==> config.mk <==
export PLATFORM = sky130hd
export DESIGN_NAME = rmc_device_flat
export DESIGN_NICKNAME = d
export VERILOG_FILES = /design/src/inc/rmc_pkg.sv /design/src/inc/rmc_if.sv /design/src/hdl/rmc_uart.sv /design/src/hdl/rmc_device.sv /design/src/flat_wrapper.sv
export SDC_FILE = /design/constraint.sdc
export NUM_CORES = 1
export LEC_CHECK = 0
export BUFFER_PORTS_ARGS = -buffer_cell sky130_fd_sc_hd__buf_4
export CAP_MARGIN = 15
export CORE_MARGIN = 5
export CORE_UTILIZATION = 59
export CTS_BUF_LIST = sky130_fd_sc_hd__clkbuf_16
export DETAILED_ROUTE_END_ITERATION = 7
export GPL_ROUTABILITY_DRIVEN = 1
export PLACE_DENSITY_LB_ADDON = 0.12
export SKIP_CTS_REPAIR_TIMING = 1
export SLEW_MARGIN = 20
export SYNTH_ARGS = -nofsm -noshare
export SYNTH_HDL_FRONTEND = slang
export SYNTH_SLANG_ARGS = --single-unit
==> constraint.sdc <==
create_clock -name pclk -period 3.6 [get_ports pclk]
set_input_delay 0.72 -clock pclk [delete_from_list [all_inputs] [get_ports pclk]]
set_output_delay 0.72 -clock pclk [all_outputs]
set_load 0.1 [all_outputs]
==> src/inc/rmc_pkg.sv <==
package rmc_pkg;

  // ==========================================================================
  // timing
  localparam int unsigned CLK_HZ            = 20_000_000;
  localparam int unsigned CFG_BAUD          = 9600;
  localparam logic [15:0] CFG_BIT_CYCLES    = 16'(CLK_HZ / CFG_BAUD);
  localparam int unsigned SETTLE_MS         = 2;
  localparam int unsigned SETTLE_CYCLES_DEF = CLK_HZ / 1000 * SETTLE_MS;
  localparam int unsigned RELOAD_US         = 100;
  localparam int unsigned RELOAD_CYCLES     = CLK_HZ / 1_000_000 * RELOAD_US;
  // bit period per serial rate code, 1200 to 115200 baud
  localparam logic [15:0] DATA_BIT_CYCLES [8] = '{
    16'(CLK_HZ / 1200), 16'(CLK_HZ / 2400), 16'(CLK_HZ / 4800), 16'(CLK_HZ / 9600),
    16'(CLK_HZ / 19200), 16'(CLK_HZ / 38400), 16'(CLK_HZ / 57600), 16'(CLK_HZ / 115200)};

  // ==========================================================================
  // configuration frames
  localparam logic [7:0] HDR_WRITE  = 8'hc0;
  localparam logic [7:0] HDR_READ   = 8'hc1;
  localparam logic [7:0] HDR_TEMP   = 8'hc2;
  localparam logic [7:0] HDR_REMOTE = 8'hcf;
  localparam logic [7:0] HDR_ERROR  = 8'hff;

  // ==========================================================================
  // device configuration registers
  localparam int unsigned REG_UART_IDX   = 3;
  localparam int unsigned UART_SEL_LSB   = 5;
  localparam logic [7:0]  REG_UART_RESET = 8'h60;
  localparam logic [7:0]  REG_RESET      = 8'h00;

  // ==========================================================================
  // controller APB registers
  localparam logic [7:0] OFS_CTRL     = 8'h00;
  localparam logic [7:0] OFS_STATUS   = 8'h04;
  localparam logic [7:0] OFS_TXDATA   = 8'h08;
  localparam logic [7:0] OFS_RXDATA   = 8'h0c;
  localparam logic [7:0] OFS_DIV      = 8'h10;
  localparam logic [7:0] OFS_INT_STAT = 8'h14;
  localparam logic [7:0] OFS_INT_EN   = 8'h18;
  localparam logic [7:0] OFS_INT_CLR  = 8'h1c;
  localparam int unsigned INT_RX      = 0;
  localparam int unsigned INT_BUSY    = 1;
  localparam int unsigned INT_TX      = 2;
  localparam int unsigned INT_W       = 3;
  localparam int unsigned ST_BUSY     = 0;
  localparam int unsigned ST_TX_PEND  = 1;
  localparam int unsigned ST_RX_FULL  = 2;
  localparam int unsigned ST_READY    = 3;
  localparam logic [1:0]  CTRL_RESET  = 2'b00;

  // ==========================================================================
  // types
  typedef enum logic [1:0] {
    MODE_NORMAL = 2'd0,
    MODE_WAKE   = 2'd1,
    MODE_CONFIG = 2'd2,
    MODE_SLEEP  = 2'd3
  } rmc_mode_t;

  typedef enum logic [1:0] {
    PH_RELOAD = 2'b00,
    PH_SETTLE = 2'b01,
    PH_RUN    = 2'b11
  } rmc_phase_t;

  typedef enum logic [2:0] {
    PS_IDLE  = 3'b000,
    PS_CF    = 3'b001,
    PS_HDR   = 3'b011,
    PS_ADDR  = 3'b010,
    PS_LEN   = 3'b110,
    PS_DATA  = 3'b111,
    PS_REPLY = 3'b101
  } rmc_parse_t;

endpackage : rmc_pkg

==> src/inc/rmc_if.sv <==
`timescale 1ns/1ns
interface rmc_if;
  logic mode_select_low;   // mode pin, low bit
  logic mode_select_high;  // mode pin, high bit
  logic busy;              // high when module idle and ready
  logic host_txd;          // serial, controller to module
  logic dev_txd;           // serial, module to controller

  modport device (input mode_select_low, input mode_select_high, input host_txd, output busy, output dev_txd);
  modport host (output mode_select_low, output mode_select_high, output host_txd, input busy, input dev_txd);
endinterface : rmc_if

==> src/hdl/rmc_uart.sv <==
`timescale 1ns/1ns
module rmc_uart (
  input  wire logic        pclk,        // clock
  input  wire logic        presetn,     // async reset, active low
  input  wire logic [15:0] bit_cycles,  // clocks per bit
  input  wire logic        rxd,         // serial in
  output logic             txd,         // serial out
  output logic [7:0]       rx_data,     // received byte
  output logic             rx_valid,    // one-cycle pulse per good byte
  input  wire logic [7:0]  tx_data,     // byte to send
  input  wire logic        tx_valid,    // tx_data offered
  output logic             tx_ready,    // transmitter idle
  output logic             busy         // byte in flight either way
);

  logic        rx_on;
  logic [15:0] rx_cnt;
  logic [3:0]  rx_bit;
  logic [7:0]  rx_sh;
  logic [15:0] tx_cnt;
  logic [3:0]  tx_left;
  logic [9:0]  tx_sh;

  assign tx_ready = (tx_left == 4'h0);
  assign busy     = rx_on || !tx_ready;
  assign txd      = tx_sh[0];

  // ==========================================================================
  // receiver, 8N1, sampled mid-bit
  always_ff @(posedge pclk or negedge presetn) begin
    if (!presetn) begin
      rx_on    <= 1'b0;
      rx_cnt   <= 16'h0000;
      rx_bit   <= 4'h0;
      rx_sh    <= 8'h00;
      rx_data  <= 8'h00;
      rx_valid <= 1'b0;
    end else begin
      rx_valid <= 1'b0;
      if (!rx_on) begin
        if (!rxd) begin
          rx_on  <= 1'b1;
          rx_cnt <= {1'b0, bit_cycles[15:1]};
          rx_bit <= 4'h0;
        end
      end else if (rx_cnt != 16'h0000) begin
        rx_cnt <= rx_cnt - 16'h0001;
      end else begin
        rx_cnt <= bit_cycles - 16'h0001;
        rx_bit <= rx_bit + 4'h1;
        if (rx_bit == 4'h0 && rxd) begin
          rx_on <= 1'b0;
        end else if (rx_bit == 4'h9) begin
          rx_on <= 1'b0;
          if (rxd) begin
            rx_data  <= rx_sh;
            rx_valid <= 1'b1;
          end
        end else if (rx_bit != 4'h0) begin
          rx_sh <= {rxd, rx_sh[7:1]};
        end
      end
    end
  end

  // ==========================================================================
  // transmitter
  always_ff @(posedge pclk or negedge presetn) begin
    if (!presetn) begin
      tx_cnt  <= 16'h0000;
      tx_left <= 4'h0;
      tx_sh   <= 10'h3ff;
    end else if (tx_valid && tx_ready) begin
      tx_sh   <= {1'b1, tx_data, 1'b0};
      tx_left <= 4'ha;
      tx_cnt  <= bit_cycles - 16'h0001;
    end else if (!tx_ready) begin
      if (tx_cnt != 16'h0000) begin
        tx_cnt <= tx_cnt - 16'h0001;
      end else begin
        tx_cnt  <= bit_cycles - 16'h0001;
        tx_left <= tx_left - 4'h1;
        tx_sh   <= {1'b1, tx_sh[9:1]};
      end
    end
  end

endmodule : rmc_uart

==> src/hdl/rmc_device.sv <==
// The implementer's own choices: the address map and the APB slave port.
`timescale 1ns/1ns
module rmc_device import rmc_pkg::*; #(
  parameter int unsigned REG_COUNT     = 8,                 // configuration registers
  parameter int unsigned SETTLE_CYCLES = SETTLE_CYCLES_DEF  // settle time after busy rise
) (
  input  wire logic       pclk,               // system clock, 20 MHz
  input  wire logic       presetn,            // async reset, active low
  rmc_if.device           link,               // pins facing the controller
  output logic [7:0]      radio_tx_data,      // byte for the air
  output logic            radio_tx_valid,     // radio_tx_data offered
  input  wire logic       radio_tx_ready,     // radio takes the byte
  output logic            radio_tx_preamble,  // send wake preamble first
  input  wire logic [7:0] radio_rx_data,      // byte from the air
  input  wire logic       radio_rx_valid,     // radio_rx_data offered
  output logic            radio_rx_ready,     // byte taken for serial out
  output logic            radio_rx_enable     // receiver on
);

  localparam int IW = (REG_COUNT > 1) ? $clog2(REG_COUNT) : 1;

  if (REG_COUNT <= REG_UART_IDX || REG_COUNT > 256) begin : g_chk
    $error("rmc_device: REG_COUNT out of range");
  end
  if (SETTLE_CYCLES < 1) begin : g_chk_settle
    $error("rmc_device: SETTLE_CYCLES must be at least 1");
  end

  rmc_mode_t       mode;
  rmc_mode_t       pin_mode;
  rmc_phase_t      phase;
  rmc_parse_t      pst;
  logic [31:0]     ph_cnt;
  logic [7:0]      work [REG_COUNT];
  logic [7:0]      keep [REG_COUNT];
  logic [7:0]      cmd;
  logic [7:0]      addr;
  logic [7:0]      len;
  logic [7:0]      idx;
  logic            remote;
  logic            err;
  logic [8:0]      out_idx;
  logic [8:0]      last;
  logic [8:0]      rel;
  logic [IW-1:0]   wr_idx;
  logic [IW-1:0]   rd_idx;
  logic [7:0]      rx_byte;
  logic            rx_valid;
  logic [7:0]      rsp_byte;
  logic [7:0]      tx_byte;
  logic            tx_valid;
  logic            tx_ready;
  logic            uart_busy;
  logic [15:0]     bit_cycles;
  logic            running;
  logic            data_mode;
  logic            cfg_mode;
  logic            busy_next;
  logic            is_cmd;

  // ==========================================================================
  // mode selection
  assign pin_mode  = rmc_mode_t'({link.mode_select_high, link.mode_select_low});
  assign running   = (phase == PH_RUN);
  assign data_mode = running && (mode == MODE_NORMAL || mode == MODE_WAKE);
  assign cfg_mode  = running && (mode == MODE_CONFIG);
  // idle only with no byte in flight, offered or just received, no radio byte waiting and no open frame;
  // rx_valid and tx_valid close the one-cycle gaps around the registered busy output
  assign busy_next = (phase != PH_RELOAD) && !uart_busy && !radio_tx_valid && (pst == PS_IDLE) &&
                     !rx_valid && !tx_valid;

  always_ff @(posedge pclk or negedge presetn) begin
    if (!presetn) begin
      link.busy <= 1'b0;
    end else begin
      link.busy <= busy_next;
    end
  end

  always_ff @(posedge pclk or negedge presetn) begin
    if (!presetn) begin
      mode   <= MODE_NORMAL;
      phase  <= PH_RELOAD;
      ph_cnt <= 32'(RELOAD_CYCLES);
    end else if (phase != PH_RELOAD && link.busy && pin_mode != mode) begin
      mode <= pin_mode;
      if (mode == MODE_SLEEP) begin
        phase  <= PH_RELOAD;
        ph_cnt <= 32'(RELOAD_CYCLES);
      end else begin
        phase  <= PH_SETTLE;
        ph_cnt <= 32'(SETTLE_CYCLES);
      end
    end else if (phase != PH_RUN) begin
      if (ph_cnt > 32'h1) begin
        ph_cnt <= ph_cnt - 32'h1;
      end else begin
        phase  <= (phase == PH_RELOAD) ? PH_SETTLE : PH_RUN;
        ph_cnt <= 32'(SETTLE_CYCLES);
      end
    end
  end

  // ==========================================================================
  // serial port and radio steering
  assign bit_cycles = (mode == MODE_CONFIG) ? CFG_BIT_CYCLES
                                            : DATA_BIT_CYCLES[work[REG_UART_IDX][7:UART_SEL_LSB]];
  assign tx_valid        = cfg_mode ? (pst == PS_REPLY) : (data_mode && radio_rx_valid);
  assign tx_byte         = cfg_mode ? rsp_byte : radio_rx_data;
  assign radio_rx_ready  = data_mode && tx_ready;
  assign radio_rx_enable = data_mode;

  rmc_uart u_uart (
    .pclk       (pclk),
    .presetn    (presetn),
    .bit_cycles (bit_cycles),
    .rxd        (link.host_txd),
    .txd        (link.dev_txd),
    .rx_data    (rx_byte),
    .rx_valid   (rx_valid),
    .tx_data    (tx_byte),
    .tx_valid   (tx_valid),
    .tx_ready   (tx_ready),
    .busy       (uart_busy)
  );

  // one byte held for the radio, no queue beyond it
  always_ff @(posedge pclk or negedge presetn) begin
    if (!presetn) begin
      radio_tx_data     <= 8'h00;
      radio_tx_valid    <= 1'b0;
      radio_tx_preamble <= 1'b0;
    end else if (data_mode && rx_valid && (!radio_tx_valid || radio_tx_ready)) begin
      radio_tx_data     <= rx_byte;
      radio_tx_valid    <= 1'b1;
      radio_tx_preamble <= (mode == MODE_WAKE);
    end else if (radio_tx_ready) begin
      radio_tx_valid <= 1'b0;
    end
  end

  // ==========================================================================
  // configuration registers
  assign wr_idx = IW'(addr + idx);

  always_ff @(posedge pclk or negedge presetn) begin
    if (!presetn) begin
      for (int i = 0; i < REG_COUNT; i++) begin
        work[i] <= (i == REG_UART_IDX) ? REG_UART_RESET : REG_RESET;
        keep[i] <= (i == REG_UART_IDX) ? REG_UART_RESET : REG_RESET;
      end
    end else if (phase == PH_RELOAD) begin
      work <= keep;
    end else if (cfg_mode && rx_valid && pst == PS_DATA) begin
      work[wr_idx] <= rx_byte;
      if (cmd == HDR_WRITE) begin
        keep[wr_idx] <= rx_byte;
      end
    end
  end

  // ==========================================================================
  // frame parser
  assign is_cmd = (rx_byte == HDR_WRITE) || (rx_byte == HDR_READ) || (rx_byte == HDR_TEMP);
  assign last   = err ? 9'd2 : 9'({1'b0, len} + (remote ? 9'd4 : 9'd2));

  always_ff @(posedge pclk or negedge presetn) begin
    if (!presetn) begin
      pst     <= PS_IDLE;
      cmd     <= 8'h00;
      addr    <= 8'h00;
      len     <= 8'h00;
      idx     <= 8'h00;
      remote  <= 1'b0;
      err     <= 1'b0;
      out_idx <= 9'h000;
    end else if (!cfg_mode) begin
      pst    <= PS_IDLE;
      remote <= 1'b0;
      err    <= 1'b0;
    end else begin
      case (pst)
        PS_IDLE, PS_HDR: begin
          if (rx_valid) begin
            if (rx_byte == HDR_REMOTE && pst == PS_IDLE) begin
              pst <= PS_CF;
            end else if (is_cmd) begin
              cmd <= rx_byte;
              pst <= PS_ADDR;
            end else begin
              err <= 1'b1;
              pst <= PS_REPLY;
            end
          end
        end
        PS_CF: begin
          if (rx_valid) begin
            if (rx_byte == HDR_REMOTE) begin
              remote <= 1'b1;
              pst    <= PS_HDR;
            end else begin
              err <= 1'b1;
              pst <= PS_REPLY;
            end
          end
        end
        PS_ADDR: begin
          if (rx_valid) begin
            addr <= rx_byte;
            pst  <= PS_LEN;
          end
        end
        PS_LEN: begin
          if (rx_valid) begin
            len <= rx_byte;
            idx <= 8'h00;
            if (rx_byte == 8'h00 || ({1'b0, addr} + {1'b0, rx_byte}) > 9'(REG_COUNT)) begin
              err <= 1'b1;
              pst <= PS_REPLY;
            end else begin
              pst <= (cmd == HDR_READ) ? PS_REPLY : PS_DATA;
            end
          end
        end
        PS_DATA: begin
          if (rx_valid) begin
            idx <= idx + 8'h01;
            if (idx + 8'h01 == len) begin
              pst <= PS_REPLY;
            end
          end
        end
        PS_REPLY: begin
          if (tx_ready) begin
            if (out_idx == last) begin
              pst     <= PS_IDLE;
              out_idx <= 9'h000;
              err     <= 1'b0;
              remote  <= 1'b0;
            end else begin
              out_idx <= out_idx + 9'h001;
            end
          end
        end
        default: pst <= PS_IDLE;
      endcase
    end
  end

  // ==========================================================================
  // reply byte selection
  assign rel    = out_idx - (remote ? 9'd2 : 9'd0);
  assign rd_idx = IW'({1'b0, addr} + rel - 9'd3);

  always_comb begin
    if (err) begin
      rsp_byte = HDR_ERROR;
    end else if (remote && out_idx < 9'd2) begin
      rsp_byte = HDR_REMOTE;
    end else if (rel == 9'd0) begin
      rsp_byte = HDR_READ;
    end else if (rel == 9'd1) begin
      rsp_byte = addr;
    end else if (rel == 9'd2) begin
      rsp_byte = len;
    end else begin
      rsp_byte = work[rd_idx];
    end
  end

endmodule : rmc_device

==> src/flat_wrapper.sv <==
// flat-port wrapper written by rule: the top's interface ports become plain ports
module rmc_device_flat import rmc_pkg::*;
#(
  parameter int unsigned REG_COUNT     = 8,                                           
  parameter int unsigned SETTLE_CYCLES = SETTLE_CYCLES_DEF                                
)
  (pclk, presetn, radio_tx_data, radio_tx_valid, radio_tx_ready, radio_tx_preamble, radio_rx_data, radio_rx_valid, radio_rx_ready, radio_rx_enable, link_mode_select_low, link_mode_select_high, link_host_txd, link_busy, link_dev_txd);
  rmc_if link_i ();
  input  wire logic pclk;
  input  wire logic presetn;
  output logic [7:0] radio_tx_data;
  output logic radio_tx_valid;
  input  wire logic radio_tx_ready;
  output logic radio_tx_preamble;
  input  wire logic [7:0] radio_rx_data;
  input  wire logic radio_rx_valid;
  output logic radio_rx_ready;
  output logic radio_rx_enable;
  input wire logic [$bits(link_i.mode_select_low)-1:0] link_mode_select_low;
  input wire logic [$bits(link_i.mode_select_high)-1:0] link_mode_select_high;
  input wire logic [$bits(link_i.host_txd)-1:0] link_host_txd;
  output wire logic [$bits(link_i.busy)-1:0] link_busy;
  output wire logic [$bits(link_i.dev_txd)-1:0] link_dev_txd;
  assign link_i.mode_select_low = link_mode_select_low;
  assign link_i.mode_select_high = link_mode_select_high;
  assign link_i.host_txd = link_host_txd;
  assign link_busy = link_i.busy;
  assign link_dev_txd = link_i.dev_txd;
  rmc_device #(.REG_COUNT(REG_COUNT), .SETTLE_CYCLES(SETTLE_CYCLES)) u_core (.pclk(pclk), .presetn(presetn), .link(link_i), .radio_tx_data(radio_tx_data), .radio_tx_valid(radio_tx_valid), .radio_tx_ready(radio_tx_ready), .radio_tx_preamble(radio_tx_preamble), .radio_rx_data(radio_rx_data), .radio_rx_valid(radio_rx_valid), .radio_rx_ready(radio_rx_ready), .radio_rx_enable(radio_rx_enable));
endmodule
==> Word level (Yosys, flattened, before mapping) <==
Memory sizes are Yosys's and may differ from the RTL's.
Index checks and enable logic that the tools add are counted.
{ "op_classes": {"addsub": 14, "magnitude_cmp": 7, "eq_ne": 45, "muxes": 92, "bitwise": 8, "n_reduce_logical": 61} }
{ "ops": {"columns": ["cell", "count"], "rows": [
  ["16-bit 2-to-1 mux", 10],
  ["64-bit bitwise mux", 2],
  ["64-bit 2-to-1 mux", 2],
  ["32-bit 2-to-1 mux", 3],
  ["8-bit 2-to-1 mux", 11],
  ["8-bit equality test, second input constant", 6],
  ["16-bit by 1-bit subtractor with 16-bit output, second input constant", 3],
  ["3-bit 2-to-1 mux", 14],
  ["3-bit != test, second input constant", 13],
  ["32-bit by 1-bit greater-than comparator with 1-bit output, second input constant", 1],
  ["16-bit nonzero test", 2],
  ["32-bit by 1-bit subtractor with 32-bit output, second input constant", 1],
  ["10-bit 2-to-1 mux", 3],
  ["1-bit 2-to-1 mux", 27],
  ["8-bit binary-select mux with 3-bit select", 1],
  ["8-bit demux with 3-bit select", 1],
  ["4-bit 2-to-1 mux", 6],
  ["1-bit logical AND", 20],
  ["5-bit AND reduction", 4],
  ["9-bit 2-to-1 mux", 2],
  ["3-bit one-hot mux with 6 select lines", 1],
  ["8-bit one-hot mux with 2 select lines", 1],
  ["4-bit greater-or-equal comparator, second input constant", 3],
  ["2-bit 2-to-1 mux", 6],
  ["other kinds (46)", 84]
]} }
{ "word_totals": {"regBits": 289, "rom_bits": 128, "n_memories": 1} }
{ "memory_table": {"columns": ["name", "words", "word_bits", "rd", "rd_clocked_by_memory_dff", "wr", "line_no", "text"], "rows": [
  ["(name not given)", 8, 16, 1, 0, 0, "rmc_device.sv:107", ": DATA_BIT_CYCLES[work[REG_UART_IDX][7:UART_SEL_LSB]];"]
]} }

==> Depth between registers and ports, before layout <==
{ "logic_depth": {"ltp_word": 15, "depth_mapped": 13, "ltp_nobuf": 12} }

==> Modules after synthesis <==
Synthesis repeated with hierarchy kept, for this count alone.
{ "hier_totals": {"hier_cells": 1645, "area_unflattened_um2": 16315.6} }
{ "by_module_without_submodules": {"columns": ["mod", "n_inst", "cells_per_inst", "area_each_um2"], "rows": [
  ["rmc_device", 1, 1200, 12229.2],
  ["rmc_uart", 1, 445, 4086.4]
]} }

==> Worst setup path before layout <==
No wires, ideal clock.
{ "synth_path": {"path_kind": "register to output", "start": "register u_core.u_uart.tx_left[0]", "end": "output radio_rx_ready", "arrival_time_ps": 3498, "path_slack_ps": -618, "path_stages_with_launch": 7, "n_path_buf": 2, "path_cell_list": "dfrtp_1 > inv_1 > ha_1 > or3b_2 > clkbuf_1 > buf_1 > nor3_1"} }
{ "synth_via": {"elab_chain_cells": 2} }
{ "synth_lines": {"columns": ["item", "line_no", "text"], "rows": [
  ["start: declaration", "rmc_uart.sv:21", "logic [3:0] tx_left;"],
  ["start signal: assignment", "rmc_uart.sv:82", "tx_left <= tx_left - 4'h1;"],
  ["4-bit zero test", "rmc_uart.sv:24", "assign tx_ready = (tx_left == 4'h0);"],
  ["1-bit logical AND", "rmc_device.sv:110", "assign radio_rx_ready = data_mode && tx_ready;"],
  ["end: declaration", "flat_wrapper.sv:17", "output logic radio_rx_ready;"]
]} }
No other way between the ends.

==> Worst setup path in the final report <==
{ "layout_path": {"start": "register u_core.out_idx[1]", "end": "register u_core.u_uart.tx_sh[5]"} }
{ "layout_via": {"elab_chain_cells": 14} }
{ "layout_lines": {"columns": ["item", "line_no", "text"], "rows": [
  ["start: declaration", "rmc_device.sv:42", "logic [8:0] out_idx;"],
  ["start signal: assignment", "rmc_device.sv:241", "out_idx <= out_idx + 9'h001;"],
  ["9-bit by 2-bit subtractor with 9-bit output", "rmc_device.sv:252", "assign rel = out_idx - (remote ? 9'd2 : 9'd0);"],
  ["3-bit adder", "rmc_device.sv:253", "assign rd_idx = IW'({1'b0, addr} + rel - 9'd3);"],
  ["3-bit by 2-bit subtractor with 3-bit output", "rmc_device.sv:253", null],
  ["3-bit inverter with 4-bit output (implied by the code)", "rmc_device.sv:267", "rsp_byte = work[rd_idx];"],
  ["8-bit binary-select mux with 3-bit select", "rmc_device.sv:267", null],
  ["8-bit 2-to-1 mux (implied by the code) (2 in series)", "rmc_device.sv:267", null],
  ["8-bit 2-to-1 mux", "rmc_device.sv:264", "end else if (rel == 9'd2) begin"],
  ["8-bit 2-to-1 mux", "rmc_device.sv:262", "end else if (rel == 9'd1) begin"],
  ["8-bit 2-to-1 mux", "rmc_device.sv:260", "end else if (rel == 9'd0) begin"],
  ["8-bit 2-to-1 mux *", "rmc_device.sv:258", "end else if (remote && out_idx < 9'd2) begin"],
  ["8-bit 2-to-1 mux *", "rmc_device.sv:256", "if (err) begin"],
  ["8-bit 2-to-1 mux *", "rmc_device.sv:109", "assign tx_byte = cfg_mode ? rsp_byte : radio_rx_data;"],
  ["10-bit 2-to-1 mux *", "rmc_uart.sv:73", "end else if (tx_valid && tx_ready) begin"],
  ["end signal: assignment", "rmc_uart.sv:74", "tx_sh <= {1'b1, tx_data, 1'b0};"],
  ["end signal: assignment", "rmc_uart.sv:83", "tx_sh <= {1'b1, tx_sh[9:1]};"],
  ["end: declaration", "rmc_uart.sv:22", "logic [9:0] tx_sh;"]
]} }
Every way passes the cells marked *; elsewhere a longest branch is shown, timed or not. The select of a mux whose other input is x is not followed.
A chain may end at the register's enable or synchronous reset.

==> flow_summary.toml <==
[critical_path]
crit_required_ns = 4.10
r2r_start = "u_core.out_idx[1]$_DFFE_PN0P_"
ff2ff_path_depth = 11
worstReg2RegEnd = "u_core.u_uart.tx_sh[5]$_DFFE_PN1P_"
arrival_ns = 3.77
ff2ff_setup_slack_ns = 0.33
critPathMaxFanout = 9
endpoint_kind = "flip-flop"
critical_path_class = "reg2reg"
cp-start-kind = "flip-flop"

[die]
dieWidth_um = 176
fp-row-count = 60
core_mm2 = 0.0270
initial_core_util = 0.600
die_area_mm2 = 0.0309
die_height_um = 176
io_pins = 29

[power_and_ir_drop]
ir_drop_mv = 0.529
cellPowerDensity_mw_per_mm2 = 423
power.leakage_nw = 8.12

[status]
status = "finished clean"

[sta]
max_freq_ghz = 0.306
finalSetupViolCount = 0
final_max_slew_viol_count = 0
hold_violations = 0
fin_crit_sh = 0.909
tns_ns = 0
rsz0062_at_grt = "no"
slew_headroom = 0.301
skew_ns = 0.0108
tightest_slew_ns = 1.05
fin_crit_ns = 3.27

[job]
maxCapViolCount = 0

[grt]
antenna_found_initial = 0
grt_pass1_vias = 12100
track_usage = 0.265
overflow = 0
grt_pass1_wl_um = 67100
grt_max_degree = 124

[cts]
cts_tree = "built"
cts.sinks = 288
cts_buffer_depth = 3
cts_htree_levels = 1
clock_latency_ns = 0.58
numCtsBuffers = 31
root_buffer = "clkbuf_16"
cts.clk_slew.worst_paths_ns = 0.07

[route]
vias_per_cell = 6.35
postRouteAntennaNets = 0
wire_per_inst_um = 20.5
routed-via-count = 12600
drtIter0Drc = 1171
dr.pass1.iters = 5
drc_errors = 0
wl_um = 40900

[finish]
drive_above_1_share = 0.193
diodes = 0
multiInputGateArea_mm2 = 0.00841
area_growth_pct = 10.2
finish.net_count = 1679
layout_common_cells = "269 x dfrtp_1, 184 x nand2_1, 150 x o21ai_0"
regArea_mm2 = 0.00723
layout_commonest_cell = "dfrtp_1"
final_cell_area_mm2 = 0.0179
nFillCells = 2137

[synth]
synthArstFlopShare = 1.00
syn_nets = 1668
ys_types = 91
synth-edff-count = 0
yosysWarnings = 0
netlist_instances = 1616
syn-cell-area_mm2 = 0.0162
ys.flop_type = "dfrtp_1"
synth.avg_cell_area_um2 = 10.0
synth-seq-cells = 288
seq_area_frac_synth = 0.446

[placement]
gp_congestion = 0.903
dp_hpwl_um = 27900
placed_area_mm2 = 0.0168
port-buffer-count = 28

[hold_path]
hp-class = "in2async"
flip-flops by register name (all words and copies together) (netlist names), 9 cells and up:
register and flops:
u_core.u_uart.tx_cnt 16, u_core.keep 64, u_core.u_uart.rx_cnt 16, u_core.u_uart.tx_sh 9
u_core.work 64, u_core.out_idx 9, u_core.ph_cnt 32
power by group:
group | leakage (nW) | internal, mW | switching [mW]
sequential | 3.84 | 3.42 | 0.197
clock | 0.503 | 1.86 | 1.36
combinational | 3.78 | 0.293 | 0.431
worst max-delay path, stage by stage, from the launching register on:
cell and delay, ns:
dfrtp_1 0.41, inv_1 0.11, ha_1 0.31, inv_1 0.14, ha_1 0.25, ha_1 0.38, buf_4 0.23, mux4_2 0.52
mux2i_1 0.20, a211oi_1 0.11, a2111oi_0 0.39, o21ai_0 0.13
how the worst max path moves through the flow:
stage,from,endpoint,slack (ns)
after CTS,u_core.out_idx[1]$_DFFE_PN0P_,u_core.u_uart.tx_sh[5]$_DFFE_PN1P_,0.33
final,u_core.out_idx[1]$_DFFE_PN0P_,u_core.u_uart.tx_sh[5]$_DFFE_PN1P_,0.33
after floorplan,u_core.u_uart.tx_left[0]$_DFFE_PN0P_,radio_rx_ready,0.24
after detailed placement,u_core.remote$_DFFE_PN0P_,u_core.out_idx[6]$_DFFE_PN0P_,0.34
after global placement,u_core.remote$_DFFE_PN0P_,u_core.out_idx[5]$_DFFE_PN0P_,0.41
after global routing,u_core.out_idx[1]$_DFFE_PN0P_,u_core.u_uart.tx_sh[5]$_DFFE_PN1P_,0.02
cell type report:
type | count | area share
multi-input cells | 1194 | 0.471
flip-flops and latches | 288 | 0.405
clock buffers | 31 | 0.0435
repair buffers | 78 | 0.0353
well taps | 341 | 0.0239
clock inverters | 25 | 0.0138
inverters | 34 | 0.00715
layer usage:
layer  global-route usage  vias to the layer above  part of all wire
met3               0.0390                       82             0.057
li1                     -                     5867                 -
met5                    0                        -                 0
met2                0.415                      388              0.46
met4               0.0673                        0             0.028
met1                0.392                     6311              0.46
per-stage QoR:
stage           util  std cells  hold slack, ns  setup WS (ns)  power [mW]
2_1_floorplan      -       1616           0.424          0.237        4.15
3_3_place_gp   0.623       1935           0.454          0.407        4.36
3_5_place_dp   0.623       1935           0.453          0.339        4.39
4_1_cts        0.661       1991           0.252          0.327        7.62
5_1_grt        0.661       1991           0.293         0.0162        7.89
6_report       0.661       1991           0.234          0.327        7.56
synthesized netlist by cell type (all sizes together) (8+ instances only):
cell type / number / area, µm²
dfrtp: 269 / 6730
nand2: 188 / 726
o21ai: 159 / 796
mux2: 109 / 1290
nor2: 106 / 418
mux2i: 79 / 791
a21oi: 65 / 325
clkbuf: 64 / 241
nand3: 42 / 223
buf: 36 / 218
nor3: 36 / 208
ha: 34 / 425
inv: 34 / 128
nor4: 33 / 278
xnor2: 29 / 262
xor2: 27 / 236
or3: 21 / 136
nand4: 20 / 125
dfstp: 19 / 499
nor2b: 19 / 119
nand2b: 18 / 128
mux4: 16 / 360
o211ai: 14 / 110
o22ai: 12 / 75.1
a31oi: 10 / 62.6
and2: 10 / 62.6
nand3b: 10 / 75.1
a211oi: 9 / 67.6
o31ai: 9 / 67.6
or2: 9 / 56.3
and3: 8 / 50.1
or4: 8 / 67.6
cell families (layout without fill, tap and decap cells):
logic type,count (synthesis),after routing,share of synthesized area
buf+inv,134,168,0.0362
compound gates,345,345,0.128
simple gates,552,552,0.178
mux,204,204,0.150
flops,288,288,0.446
fa+ha+maj,37,37,0.0300
xor+xnor,56,56,0.0307
(Power assumes the default switching activity.)
